===== config.mk =====
export PLATFORM = sky130hd
export DESIGN_NAME = sstsq_top
export DESIGN_NICKNAME = d
export VERILOG_FILES = /design/src/rtl/sstsq_pkg.sv /design/src/rtl/sstsq_top.sv
export SDC_FILE = /design/constraint.sdc
export NUM_CORES = 1
export LEC_CHECK = 0
export ABC_AREA = 1
export BUFFER_PORTS_ARGS = -buffer_cell sky130_fd_sc_hd__clkbuf_2
export CORE_MARGIN = 2
export CORE_UTILIZATION = 50
export DETAILED_ROUTE_END_ITERATION = 10
export GPL_TIMING_DRIVEN = 0
export PLACE_DENSITY = 0.77
export SYNTH_ARGS = -nofsm -noshare
export SYNTH_HDL_FRONTEND = slang
export SYNTH_SLANG_ARGS = --single-unit

===== constraint.sdc =====
create_clock -name clock -period 2.7 [get_ports clock]
set_clock_uncertainty 0.15 [all_clocks]
set_input_delay 0 -clock clock [delete_from_list [all_inputs] [get_ports clock]]
set_output_delay 0 -clock clock [all_outputs]
set_load 0.05 [all_outputs]

===== src/rtl/sstsq_pkg.sv =====
package sstsq_pkg;
	// Clock and the lamp timing base.
	localparam longint CLK_HZ = 100_000_000;
	localparam longint CYC_PER_MS = CLK_HZ / 1000;
	localparam longint UNIT_MS = 100;
	localparam longint UNIT_CYC = UNIT_MS * CYC_PER_MS;
	// Teach timing, in ms as stated, then in lamp units.
	localparam longint TEACH_WAIT_MS = 10_000;
	localparam longint TEACH_WINDOW_MS = 120_000;
	localparam int WAIT_W = 11;
	localparam logic [WAIT_W-1:0] TEACH_WAIT_UNITS = WAIT_W'(TEACH_WAIT_MS / UNIT_MS);
	localparam logic [WAIT_W-1:0] TEACH_WINDOW_UNITS = WAIT_W'(TEACH_WINDOW_MS / UNIT_MS);
	// Lamp pattern shape, in units: a slot of six, blink 3 on, flash 1 on.
	localparam logic [2:0] SLOT_UNITS = 3'h6;
	localparam logic [2:0] BLINK_ON_UNITS = 3'h3;
	localparam logic [2:0] FLASH_ON_UNITS = 3'h1;
	localparam logic [3:0] GAP_SLOTS = 4'h2;
	localparam logic [3:0] ACK_BLINKS = 4'h6;
	// Red pulse-count codes.
	localparam logic [2:0] ERR_NONE = 3'h0;
	localparam logic [2:0] ERR_INPUT = 3'h2;
	localparam logic [2:0] ERR_FEEDBACK = 3'h3;
	localparam logic [2:0] ERR_SUPPLY = 3'h4;
	localparam logic [2:0] ERR_TEMP = 3'h5;
	localparam logic [2:0] ERR_ACTUATOR = 3'h6;
	localparam logic [2:0] ERR_INTERNAL = 3'h7;
	// Actuator code store.
	localparam int CODE_W = 8;
	localparam int BLK_N = 4;
	localparam int BLK_PW = 2;
	// Register offsets and reset values.
	localparam int ADDR_W = 4;
	localparam logic [ADDR_W-1:0] OFS_CTRL = 4'h0;
	localparam logic [ADDR_W-1:0] OFS_STATUS = 4'h4;
	localparam logic [ADDR_W-1:0] OFS_CODE = 4'h8;
	localparam logic CTRL_TEACH_RST = 1'h1;
	localparam int CTRL_TEACH_BIT = 0;
	localparam int STAT_ERR_LSB = 4;
	localparam int STAT_LEARNED_BIT = 8;
	localparam int STAT_PEND_BIT = 9;

	typedef enum logic [2:0] {
		SST_BOOT = 3'b000,
		SST_RUN = 3'b001,
		SST_WAIT = 3'b010,
		SST_LEARN = 3'b011,
		SST_LOCK = 3'b100,
		SST_ERROR = 3'b101
	} sstsq_state_t;

	// Image kept in non-volatile storage across power cycles.
	typedef struct packed {
		logic learned;
		logic [CODE_W-1:0] acc_code;
		logic pend;
		logic [CODE_W-1:0] pend_code;
		logic [BLK_N-1:0] blk_valid;
		logic [BLK_N-1:0][CODE_W-1:0] blk_code;
		logic [BLK_PW-1:0] blk_ptr;
	} sstsq_nv_t;

	// Condition of the sensing front end and monitors.
	typedef struct packed {
		logic present;
		logic at_border;
		logic [CODE_W-1:0] code;
		logic safe_in_a;
		logic safe_in_b;
		logic start_wait;
		logic fault_input;
		logic fault_feedback;
		logic fault_supply;
		logic fault_temp;
		logic fault_internal;
	} sstsq_sense_t;

	typedef struct packed {
		logic green;
		logic red;
		logic yellow;
		logic diag;
		logic safe_a;
		logic safe_b;
	} sstsq_out_t;

	typedef struct packed {
		logic [ADDR_W-1:0] addr;
		logic [31:0] wdata;
		logic wr;
		logic rd;
	} sstsq_bus_t;
endpackage : sstsq_pkg


===== src/rtl/sstsq_top.sv =====
`timescale 1ns/100ps
// How it works
// - Actuator present, both safety inputs low: green blinks, diagnosis high, outputs off.
// - Inputs high but start pulse awaited: green flashes, diagnosis high, outputs off.
// - Actuator at range edge: yellow blinks, diagnosis pulsed, outputs keep previous state.
// - Learning pending: yellow flashes, diagnosis pulsed, outputs off until power removed.
// - Error: red shows pulse code, other lamps dark, diagnosis and outputs low.
// - Blink pattern has equal on and off time.
// - Flash pattern has on to off ratio one to five.
// - First power-up with nothing learned accepts the first permissible actuator at once.
// - New permissible actuator in teach operation is acknowledged by six red blinks.
// - After recognition wait ten seconds with actuator present, then start learning.
// - Learning completes only if power drops within two minutes of learning start.
// - Next power-up after a valid learning cycle commits the new actuator code.
// - Committing a new actuator blocks the previously accepted code in one of four entries, which the fourth later commit reuses.
// - Teaching repeats without limit but never learns a blocked code.
// - Actuator leaving during learning cancels teaching until the next power cycle.
// - Safety-input faults report as a two-pulse red code.
// - Feedback-input faults report as a three-pulse red code.
// - Supply over- or under-voltage reports as a four-pulse red code.
// - Any error stays latched until supply power is cycled.
// - Everything correct: green steady, diagnosis and both safety outputs high.
// - Temperature out of range reports as a five-pulse red code.
// - Wrong or blocked actuator code reports as a six-pulse red code.
// - Internal fault lights red continuously until a power cycle.
module sstsq_top #(
	parameter int unsigned UNIT_CYCLES = 32'(sstsq_pkg::UNIT_CYC)
) (
	input wire logic clock,
	input wire logic resetn,
	input wire sstsq_pkg::sstsq_sense_t sense,
	input wire sstsq_pkg::sstsq_nv_t nv_in,
	output sstsq_pkg::sstsq_nv_t nv_out,
	output logic nv_write,
	output sstsq_pkg::sstsq_out_t lamps,
	input wire sstsq_pkg::sstsq_bus_t bus,
	output logic [31:0] rdata
);
	import sstsq_pkg::*;

	typedef struct packed {
		sstsq_state_t st;
		logic [2:0] err;
		logic [31:0] unit_cnt;
		logic [2:0] sub;
		logic [3:0] slot;
		logic [WAIT_W-1:0] wait_cnt;
		logic [CODE_W-1:0] cand;
		sstsq_nv_t nv;
		logic nv_wr;
		sstsq_out_t out;
		logic teach_en;
		logic [31:0] rdata;
	} sstsq_regs_t;

	sstsq_regs_t s_r;
	sstsq_regs_t s_nxt;

	// Match of the presented code against every blocked entry.
	logic [BLK_N-1:0] blk_hit;
	genvar gi;
	generate
		for (gi = 0; gi < BLK_N; gi++) begin : g_blk
			assign blk_hit[gi] = s_r.nv.blk_valid[gi] && (s_r.nv.blk_code[gi] == sense.code);
		end
	endgenerate

	// Same check against the image just read at power-up, for the commit.
	logic [BLK_N-1:0] boot_hit;
	generate
		for (gi = 0; gi < BLK_N; gi++) begin : g_boot
			assign boot_hit[gi] = nv_in.blk_valid[gi] && (nv_in.blk_code[gi] == nv_in.pend_code);
		end
	endgenerate

	logic unit_tick;
	assign unit_tick = (s_r.unit_cnt == UNIT_CYCLES - 32'h1);

	// Lamp patterns: a slot is six units; blink is 3 on 3 off, flash 1 on 5 off.
	logic blink;
	logic flash;
	logic code_lamp;
	logic ack_lamp;
	assign blink = (s_r.sub < BLINK_ON_UNITS);
	assign flash = (s_r.sub < FLASH_ON_UNITS);
	assign code_lamp = blink && ({1'b0, s_r.slot} < {2'b00, s_r.err});
	assign ack_lamp = (s_r.wait_cnt < WAIT_W'(ACK_BLINKS) * WAIT_W'(SLOT_UNITS))
		&& ((s_r.wait_cnt % WAIT_W'(SLOT_UNITS)) < WAIT_W'(BLINK_ON_UNITS));

	// Latched error cause, highest priority first.
	logic [2:0] fault_code;
	always_comb begin
		if (sense.fault_internal) begin
			fault_code = ERR_INTERNAL;
		end else if (sense.fault_supply) begin
			fault_code = ERR_SUPPLY;
		end else if (sense.fault_temp) begin
			fault_code = ERR_TEMP;
		end else if (sense.fault_input) begin
			fault_code = ERR_INPUT;
		end else if (sense.fault_feedback) begin
			fault_code = ERR_FEEDBACK;
		end else begin
			fault_code = ERR_NONE;
		end
	end

	logic new_code;
	assign new_code = sense.present && (sense.code != s_r.nv.acc_code);

	// Next-state logic for the whole block.
	always_comb begin
		s_nxt = s_r;
		s_nxt.nv_wr = 1'b0;
		s_nxt.rdata = 32'h0;

		// Lamp time base; the pulse-code slot runs on so codes repeat.
		if (unit_tick) begin
			s_nxt.unit_cnt = 32'h0;
			if (s_r.sub == SLOT_UNITS - 3'h1) begin
				s_nxt.sub = 3'h0;
				if ({1'b0, s_r.slot} >= {2'b00, s_r.err} + {1'b0, GAP_SLOTS} - 5'h1) begin
					s_nxt.slot = 4'h0;
				end else begin
					s_nxt.slot = s_r.slot + 4'h1;
				end
			end else begin
				s_nxt.sub = s_r.sub + 3'h1;
			end
		end else begin
			s_nxt.unit_cnt = s_r.unit_cnt + 32'h1;
		end

		case (s_r.st)
			SST_BOOT: begin
				// Load the stored image; a pending code is committed now unless it is blocked.
				s_nxt.nv = nv_in;
				s_nxt.st = SST_RUN;
				if (nv_in.pend) begin
					s_nxt.nv.pend = 1'b0;
					s_nxt.nv_wr = 1'b1;
					if (boot_hit == '0) begin
						s_nxt.nv.acc_code = nv_in.pend_code;
						s_nxt.nv.learned = 1'b1;
						if (nv_in.learned) begin
							s_nxt.nv.blk_code[nv_in.blk_ptr] = nv_in.acc_code;
							s_nxt.nv.blk_valid[nv_in.blk_ptr] = 1'b1;
							s_nxt.nv.blk_ptr = nv_in.blk_ptr + BLK_PW'(1);
						end
					end
				end
			end
			SST_RUN, SST_LOCK: begin
				if (sense.present && !s_r.nv.learned && blk_hit == '0) begin
					s_nxt.nv.acc_code = sense.code;
					s_nxt.nv.learned = 1'b1;
					s_nxt.nv_wr = 1'b1;
				end else if (new_code && blk_hit != '0) begin
					s_nxt.err = ERR_ACTUATOR;
				end else if (new_code && (!s_r.teach_en || s_r.st == SST_LOCK)) begin
					s_nxt.err = ERR_ACTUATOR;
				end else if (new_code) begin
					s_nxt.cand = sense.code;
					s_nxt.wait_cnt = '0;
					s_nxt.st = SST_WAIT;
				end
			end
			SST_WAIT: begin
				if (!sense.present || sense.code != s_r.cand) begin
					s_nxt.st = SST_LOCK;
				end else if (unit_tick) begin
					if (s_r.wait_cnt == TEACH_WAIT_UNITS - WAIT_W'(1)) begin
						s_nxt.wait_cnt = '0;
						s_nxt.nv.pend = 1'b1;
						s_nxt.nv.pend_code = s_r.cand;
						s_nxt.nv_wr = 1'b1;
						s_nxt.st = SST_LEARN;
					end else begin
						s_nxt.wait_cnt = s_r.wait_cnt + WAIT_W'(1);
					end
				end
			end
			SST_LEARN: begin
				// The pending mark survives only if power drops in time.
				if (!sense.present || sense.code != s_r.cand) begin
					s_nxt.nv.pend = 1'b0;
					s_nxt.nv_wr = 1'b1;
					s_nxt.st = SST_LOCK;
				end else if (unit_tick) begin
					if (s_r.wait_cnt == TEACH_WINDOW_UNITS - WAIT_W'(1)) begin
						s_nxt.nv.pend = 1'b0;
						s_nxt.nv_wr = 1'b1;
						s_nxt.st = SST_LOCK;
					end else begin
						s_nxt.wait_cnt = s_r.wait_cnt + WAIT_W'(1);
					end
				end
			end
			SST_ERROR: begin
				s_nxt.st = SST_ERROR;
			end
			default: begin
				s_nxt.st = SST_ERROR;
				s_nxt.err = ERR_INTERNAL;
			end
		endcase

		// Monitor faults override everything except boot and an error already latched; errors never clear.
		if (s_r.st != SST_BOOT && s_r.st != SST_ERROR && fault_code != ERR_NONE) begin
			s_nxt.err = fault_code;
		end
		if (s_r.st != SST_BOOT && s_nxt.err != ERR_NONE) begin
			if (s_r.st != SST_ERROR) begin
				s_nxt.slot = 4'h0;
				s_nxt.sub = 3'h0;
				s_nxt.unit_cnt = 32'h0;
			end
			// A fault stops the window timer, so it must also drop the pending mark.
			if (s_r.st == SST_LEARN) begin
				s_nxt.nv.pend = 1'b0;
				s_nxt.nv_wr = 1'b1;
			end
			s_nxt.st = SST_ERROR;
		end

		// Lamp and output decode from the current state.
		s_nxt.out = '0;
		case (s_r.st)
			SST_ERROR: begin
				// Outputs stay low in every error.
				s_nxt.out.red = (s_r.err == ERR_INTERNAL) ? 1'b1 : code_lamp;
			end
			SST_WAIT: begin
				s_nxt.out.red = ack_lamp;
			end
			SST_LEARN: begin
				s_nxt.out.yellow = flash;
				s_nxt.out.diag = flash;
			end
			SST_RUN, SST_LOCK: begin
				if (!sense.present || sense.code != s_r.nv.acc_code) begin
					s_nxt.out.yellow = 1'b1;
				end else if (sense.at_border) begin
					s_nxt.out.yellow = blink;
					s_nxt.out.diag = blink;
					s_nxt.out.safe_a = s_r.out.safe_a;
					s_nxt.out.safe_b = s_r.out.safe_b;
				end else if (!sense.safe_in_a || !sense.safe_in_b) begin
					s_nxt.out.green = blink;
					s_nxt.out.diag = 1'b1;
				end else if (sense.start_wait) begin
					s_nxt.out.green = flash;
					s_nxt.out.diag = 1'b1;
				end else begin
					s_nxt.out.green = 1'b1;
					s_nxt.out.diag = 1'b1;
					s_nxt.out.safe_a = 1'b1;
					s_nxt.out.safe_b = 1'b1;
				end
			end
			default: begin
				s_nxt.out = '0;
			end
		endcase

		// Register port: one write or read per cycle, read data next cycle.
		if (bus.wr && bus.addr == OFS_CTRL) begin
			s_nxt.teach_en = bus.wdata[CTRL_TEACH_BIT];
		end
		if (bus.rd) begin
			case (bus.addr)
				OFS_CTRL: begin
					s_nxt.rdata[CTRL_TEACH_BIT] = s_r.teach_en;
				end
				OFS_STATUS: begin
					s_nxt.rdata[2:0] = s_r.st;
					s_nxt.rdata[STAT_ERR_LSB +: 3] = s_r.err;
					s_nxt.rdata[STAT_LEARNED_BIT] = s_r.nv.learned;
					s_nxt.rdata[STAT_PEND_BIT] = s_r.nv.pend;
				end
				OFS_CODE: begin
					s_nxt.rdata[CODE_W-1:0] = s_r.nv.acc_code;
				end
				default: begin
					s_nxt.rdata = 32'h0;
				end
			endcase
		end
	end

	// State register; power-up is the reset.
	always_ff @(posedge clock or negedge resetn) begin
		if (!resetn) begin
			s_r <= '0;
			s_r.st <= SST_BOOT;
			s_r.teach_en <= CTRL_TEACH_RST;
		end else begin
			s_r <= s_nxt;
		end
	end

	assign nv_out = s_r.nv;
	assign nv_write = s_r.nv_wr;
	assign lamps = s_r.out;
	assign rdata = s_r.rdata;
endmodule : sstsq_top


==> impl_metrics.sql <==
INSERT INTO impl_metrics (metric_group, metric, value, unit) VALUES
('outcome', 'outcome', 'finished with violations', ''),
('outcome', 'failed_checks', 'negative setup slack', ''),
('clocking', 'number_of_cts_inserted_buffers', '17', ''),
('sta', 'grt_setup_unrepaired', 'yes', ''),
('sta', 'fmaxAchievable', '346', 'MHz'),
('detailed_routing', 'totalWireLength', '33700', 'um'),
('sta', 'post-route-min-period', '2.89', 'ns'),
('detailed_routing', 'count_of_tritonroute_iterations_in_the_first_routing_pass', '6', ''),
('detailed_routing', 'ant_nets', '0', ''),
('sta', 'fin_crit_sh', '107', '%'),
('floorplan', 'floorplan.initialDensity', '51.3', '%'),
('power', 'p_leak', '6.46', 'nW'),
('floorplan', 'die-area', '20500', 'um2'),
('critical_path', 'timing_worst_setup_path_type', 'reg -> reg', ''),
('cells_and_area', 'final_cell_count_no_fill', '1880', ''),
('power', 'cell_internal_pwr', '3.98', 'mW'),
('sta', 'worst_slew_pin_slew', '0.830', 'ns'),
('clocking', 'worst_skew_pair.late_latency', '0.43', 'ns'),
('clocking', 'clkTransAtPathRegs', '0.07', 'ns'),
('placed_design', 'routabilityCongestion', '0.966', ''),
('critical_path', 'cp-end-kind', 'register', ''),
('synthesis', 'synth.yosys.seq_area_share', '35.4', '%'),
('sta', 'slew_viol_final', '0', ''),
('detailed_routing', 'vias_per_cell', '5.61', ''),
('placed_design', 'cell_count_after_placement', '1706', ''),
('synthesis', 'netlist_instances', '1276', ''),
('worst_hold_path', 'worstHoldPathType', 'in -> reg', ''),
('placed_design', 'port-buffer-count', '148', ''),
('cells_and_area', 'flow.area_growth_from_synthesis', '37.2', '%'),
('synthesis', 'ys_types', '62', ''),
('power', 'seq_power_share', '39.5', '%'),
('placed_design', 'place_hpwl', '22800', 'um'),
('sta', 'setup_viol_count_final', '2', ''),
('sta', 'hold_viol', '0', ''),
('clocking', 'cts.htree.levels', '4', ''),
('power', 'finalPower', '5.59', 'mW'),
('critical_path', 'cp-start-kind', 'register', ''),
('grt', 'maximum_number_of_pins_on_one_net_before_global_route_repair', '77', ''),
('sta', 'worst_hold_slack_after_final_layout', '0.0406', 'ns'),
('sta', 'setup_slack', '-0.188', 'ns'),
('clocking', 'ctsLongestPathBuffers', '2', ''),
('floorplan', 'num_io_pins', '209', ''),
('cells_and_area', 'layout-drive-gt1-share', '32.5', '%'),
('floorplan', 'floorplan.die.width', '143', 'um'),
('clocking', 'clock-root-buffer', 'clkbuf_16', ''),
('floorplan', 'placement_rows', '50', ''),
('power', 'comb_power_share', '16.8', '%'),
('grt', 'antenna_found_initial', '0', ''),
('sta', 'timing.max_slew.rel_slack', '43.2', '%'),
('clocking', 'cts_tree', 'done', ''),
('detailed_routing', 'vias', '10500', ''),
('detailed_routing', 'drt_iter0_drc', '1222', ''),
('synthesis', 'yosys_warnings', '0', ''),
('power', 'total_switching_power', '1.61', 'mW'),
('power', 'power.share.switching', '28.8', '%'),
('synthesis', 'postSynthAreaPerCell', '7.60', 'um2'),
('critical_path', 'crit_path_max_fanout', '4', ''),
('critical_path', 'required', '2.87', 'ns'),
('grt', 'grt_first_pass_wirelength', '50700', 'um'),
('power', 'p_clk_share', '43.7', '%'),
('grt', 'total_grt_usage', '31.8', '%'),
('synthesis', 'postSynthRegisterBits', '137', ''),
('floorplan', 'chipHeight', '143', 'um'),
('power', 'worst_ir_drop_vdd', '525', 'uV'),
('critical_path', 'timing.reg2reg.setup_slack', '-0.19', 'ns'),
('synthesis', 'mappedNetlistArea', '9700', 'um2'),
('detailed_routing', 'wl_per_cell', '17.9', 'um'),
('grt', 'grt_overflow_total', '0', ''),
('detailed_routing', 'drcViolationCount', '0', ''),
('cells_and_area', 'num-nets-final', '1739', ''),
('critical_path', 'worst_ep_arrival_time', '3.06', 'ns'),
('clocking', 'cts.sink_count', '137', ''),
('power', 'pwr_density_cell', '420', 'nW/um2'),
('run', 'max-cap-violations', '0', ''),
('floorplan', 'design.core.area', '18900', 'um2'),
('grt', 'grt_pass1_vias', '10000', ''),
('placed_design', 'dp_slack', '-0.418', 'ns');
## metal layers
layer | up-vias | global-route usage, % | wire (um)
met5 | - | 0 | 0
met4 | 0 | 14.6 | 1600
met3 | 174 | 7.31 | 3360
met2 | 666 | 50.5 | 15600
met1 | 4894 | 41.3 | 13200
li1 | 4815 | - | -
## registers in the layout, indices dropped and copies added, names as in the netlist
register  flops
nv_out       56
s_r          65
nv_write      1
lamps         5
rdata        10
## power groups by stage
stage          Clock, mW  Sequential, mW  Combinational (mW)
2_1_floorplan          0            2.22               0.481
3_3_place_gp           0            2.24               0.713
3_5_place_dp           0            2.24               0.728
4_1_cts             2.45            2.20               0.859
5_1_grt             2.55            2.22                1.00
6_report            2.44            2.21               0.936
## worst paths after layout
path / endpoint / from / cells past startpoint
setup / recovery: lamps[4] / s_r[113] / 24
hold / removal: nv_out[53] / nv_in[44] / 5
setup reg to reg: lamps[4] / s_r[113] / 24
hold reg to reg: s_r[122] / s_r[122] / 1
max in group asynchronous: s_r[131] / resetn / 4
min in group asynchronous: nv_out[49] / resetn / 3
## metrics by stage
stage | setup TNS [ns] | utilization, % | area [um2]
after floorplan | 0 | - | 9780
after global placement | -134.60 | 57.4 | 10800
after detailed placement | -18.36 | 57.6 | 10900
after CTS | -0.356 | 67.2 | 12700
after global routing | -1.54 | 70.4 | 13300
final | -0.299 | 70.4 | 13300
## logic make-up (layout without fill, tap and decap cells)
group	count (synthesis)	in the layout	synth area share (%)
compound gates	264	264	16.6
xor+xnor	49	49	4.42
fa+ha+maj	19	19	2.45
buf+inv	312	633	16.2
flops	137	137	35.4
mux	9	9	1.04
other cells	1	23	0.0387
simple gates	485	486	23.9
## timing repair
| action | 4_1_cts | 5_1_grt |
|---|---|---|
| endpoints found under the hold margin | 209 | 1 |
| resized for setup | 36 | 102 |
| pin swaps | 21 | 46 |
| hold buffers | 86 | 1 |
| buffers inserted | 26 | 28 |
| endpoints found under the setup margin | 68 | 98 |
| cloned | 0 | 2 |
## cell usage in the layout, fill, tap and decap left out, drive strengths merged, types with 19 or more instances in the layout
cell type,Yosys,layout
clkbuf,16,184
nor3,26,26
nand4,32,32
ha,19,19
o22ai,31,31
conb,1,22
dfrtp,136,136
nor4,22,22
o21ai,117,117
nand2,210,210
a21oi,52,52
nand3,67,67
nor2,119,120
inv,185,187
xor2,42,42
dlygate4sd3,0,86
buf,111,164
## cells in the mapped netlist, drive strengths merged
library cell	count	area, um2
o21bai	2	30.0
xor2	42	368
o221ai	2	17.5
xnor2	7	61.3
o211ai	10	80.1
inv	185	694
o2111ai	8	70.1
o22ai	31	200
a31oi	6	52.6
or2	4	25.0
ha	19	238
a31o	2	17.5
nand3	67	385
a22oi	2	15.0
a21boi	3	22.5
dfstp	1	26.3
nand2	210	833
o21a	3	22.5
o31ai	1	7.51
buf	111	816
nor3b	2	20.0
o2111a	1	11.3
a221oi	2	17.5
dfrtp	136	3400
nor3	26	140
a21oi	52	268
or3	1	6.26
nor4	22	178
nand4	32	200
nor2	119	512
and2	2	15.0
a211oi	8	60.1
a2111oi	6	52.6
o21ai	117	601
clkbuf	16	60.1
o32ai	5	43.8
conb	1	3.75
a21o	1	7.51
a22o	2	17.5
mux2	9	101
## layout make-up
cell class	count	area, um2
Inverter	185	699
Timing Repair Buffer	290	2100
Multi-Input combinational cell	849	5240
Fill cell	1476	5590
Antenna cell	1	2.50
Sequential cell	137	3440
Clock buffer	18	439
Buffer	126	897
Clock inverter	14	173
Tap cell	260	325
## critical path, stage by stage (launching register included)
cell and delay (ns):
dfrtp_2 0.44, nand2_1 0.13, nand3_2 0.09, nand2_1 0.08, nand2_2 0.06, nand3_2 0.09, nand2_4 0.08, nand2_4 0.08
nand2_4 0.06, o21bai_4 0.18, nand3_4 0.12, buf_6 0.14, nand3_1 0.08, o21ai_2 0.06, nand2_2 0.13, nand2_4 0.09
inv_4 0.07, nor2_4 0.05, ha_4 0.16, a21oi_2 0.12, nand2_2 0.06, nor2_1 0.10, nor2_1 0.04, nand2_1 0.06
nand2_1 0.06
Power figures use the tool's default switching activity.
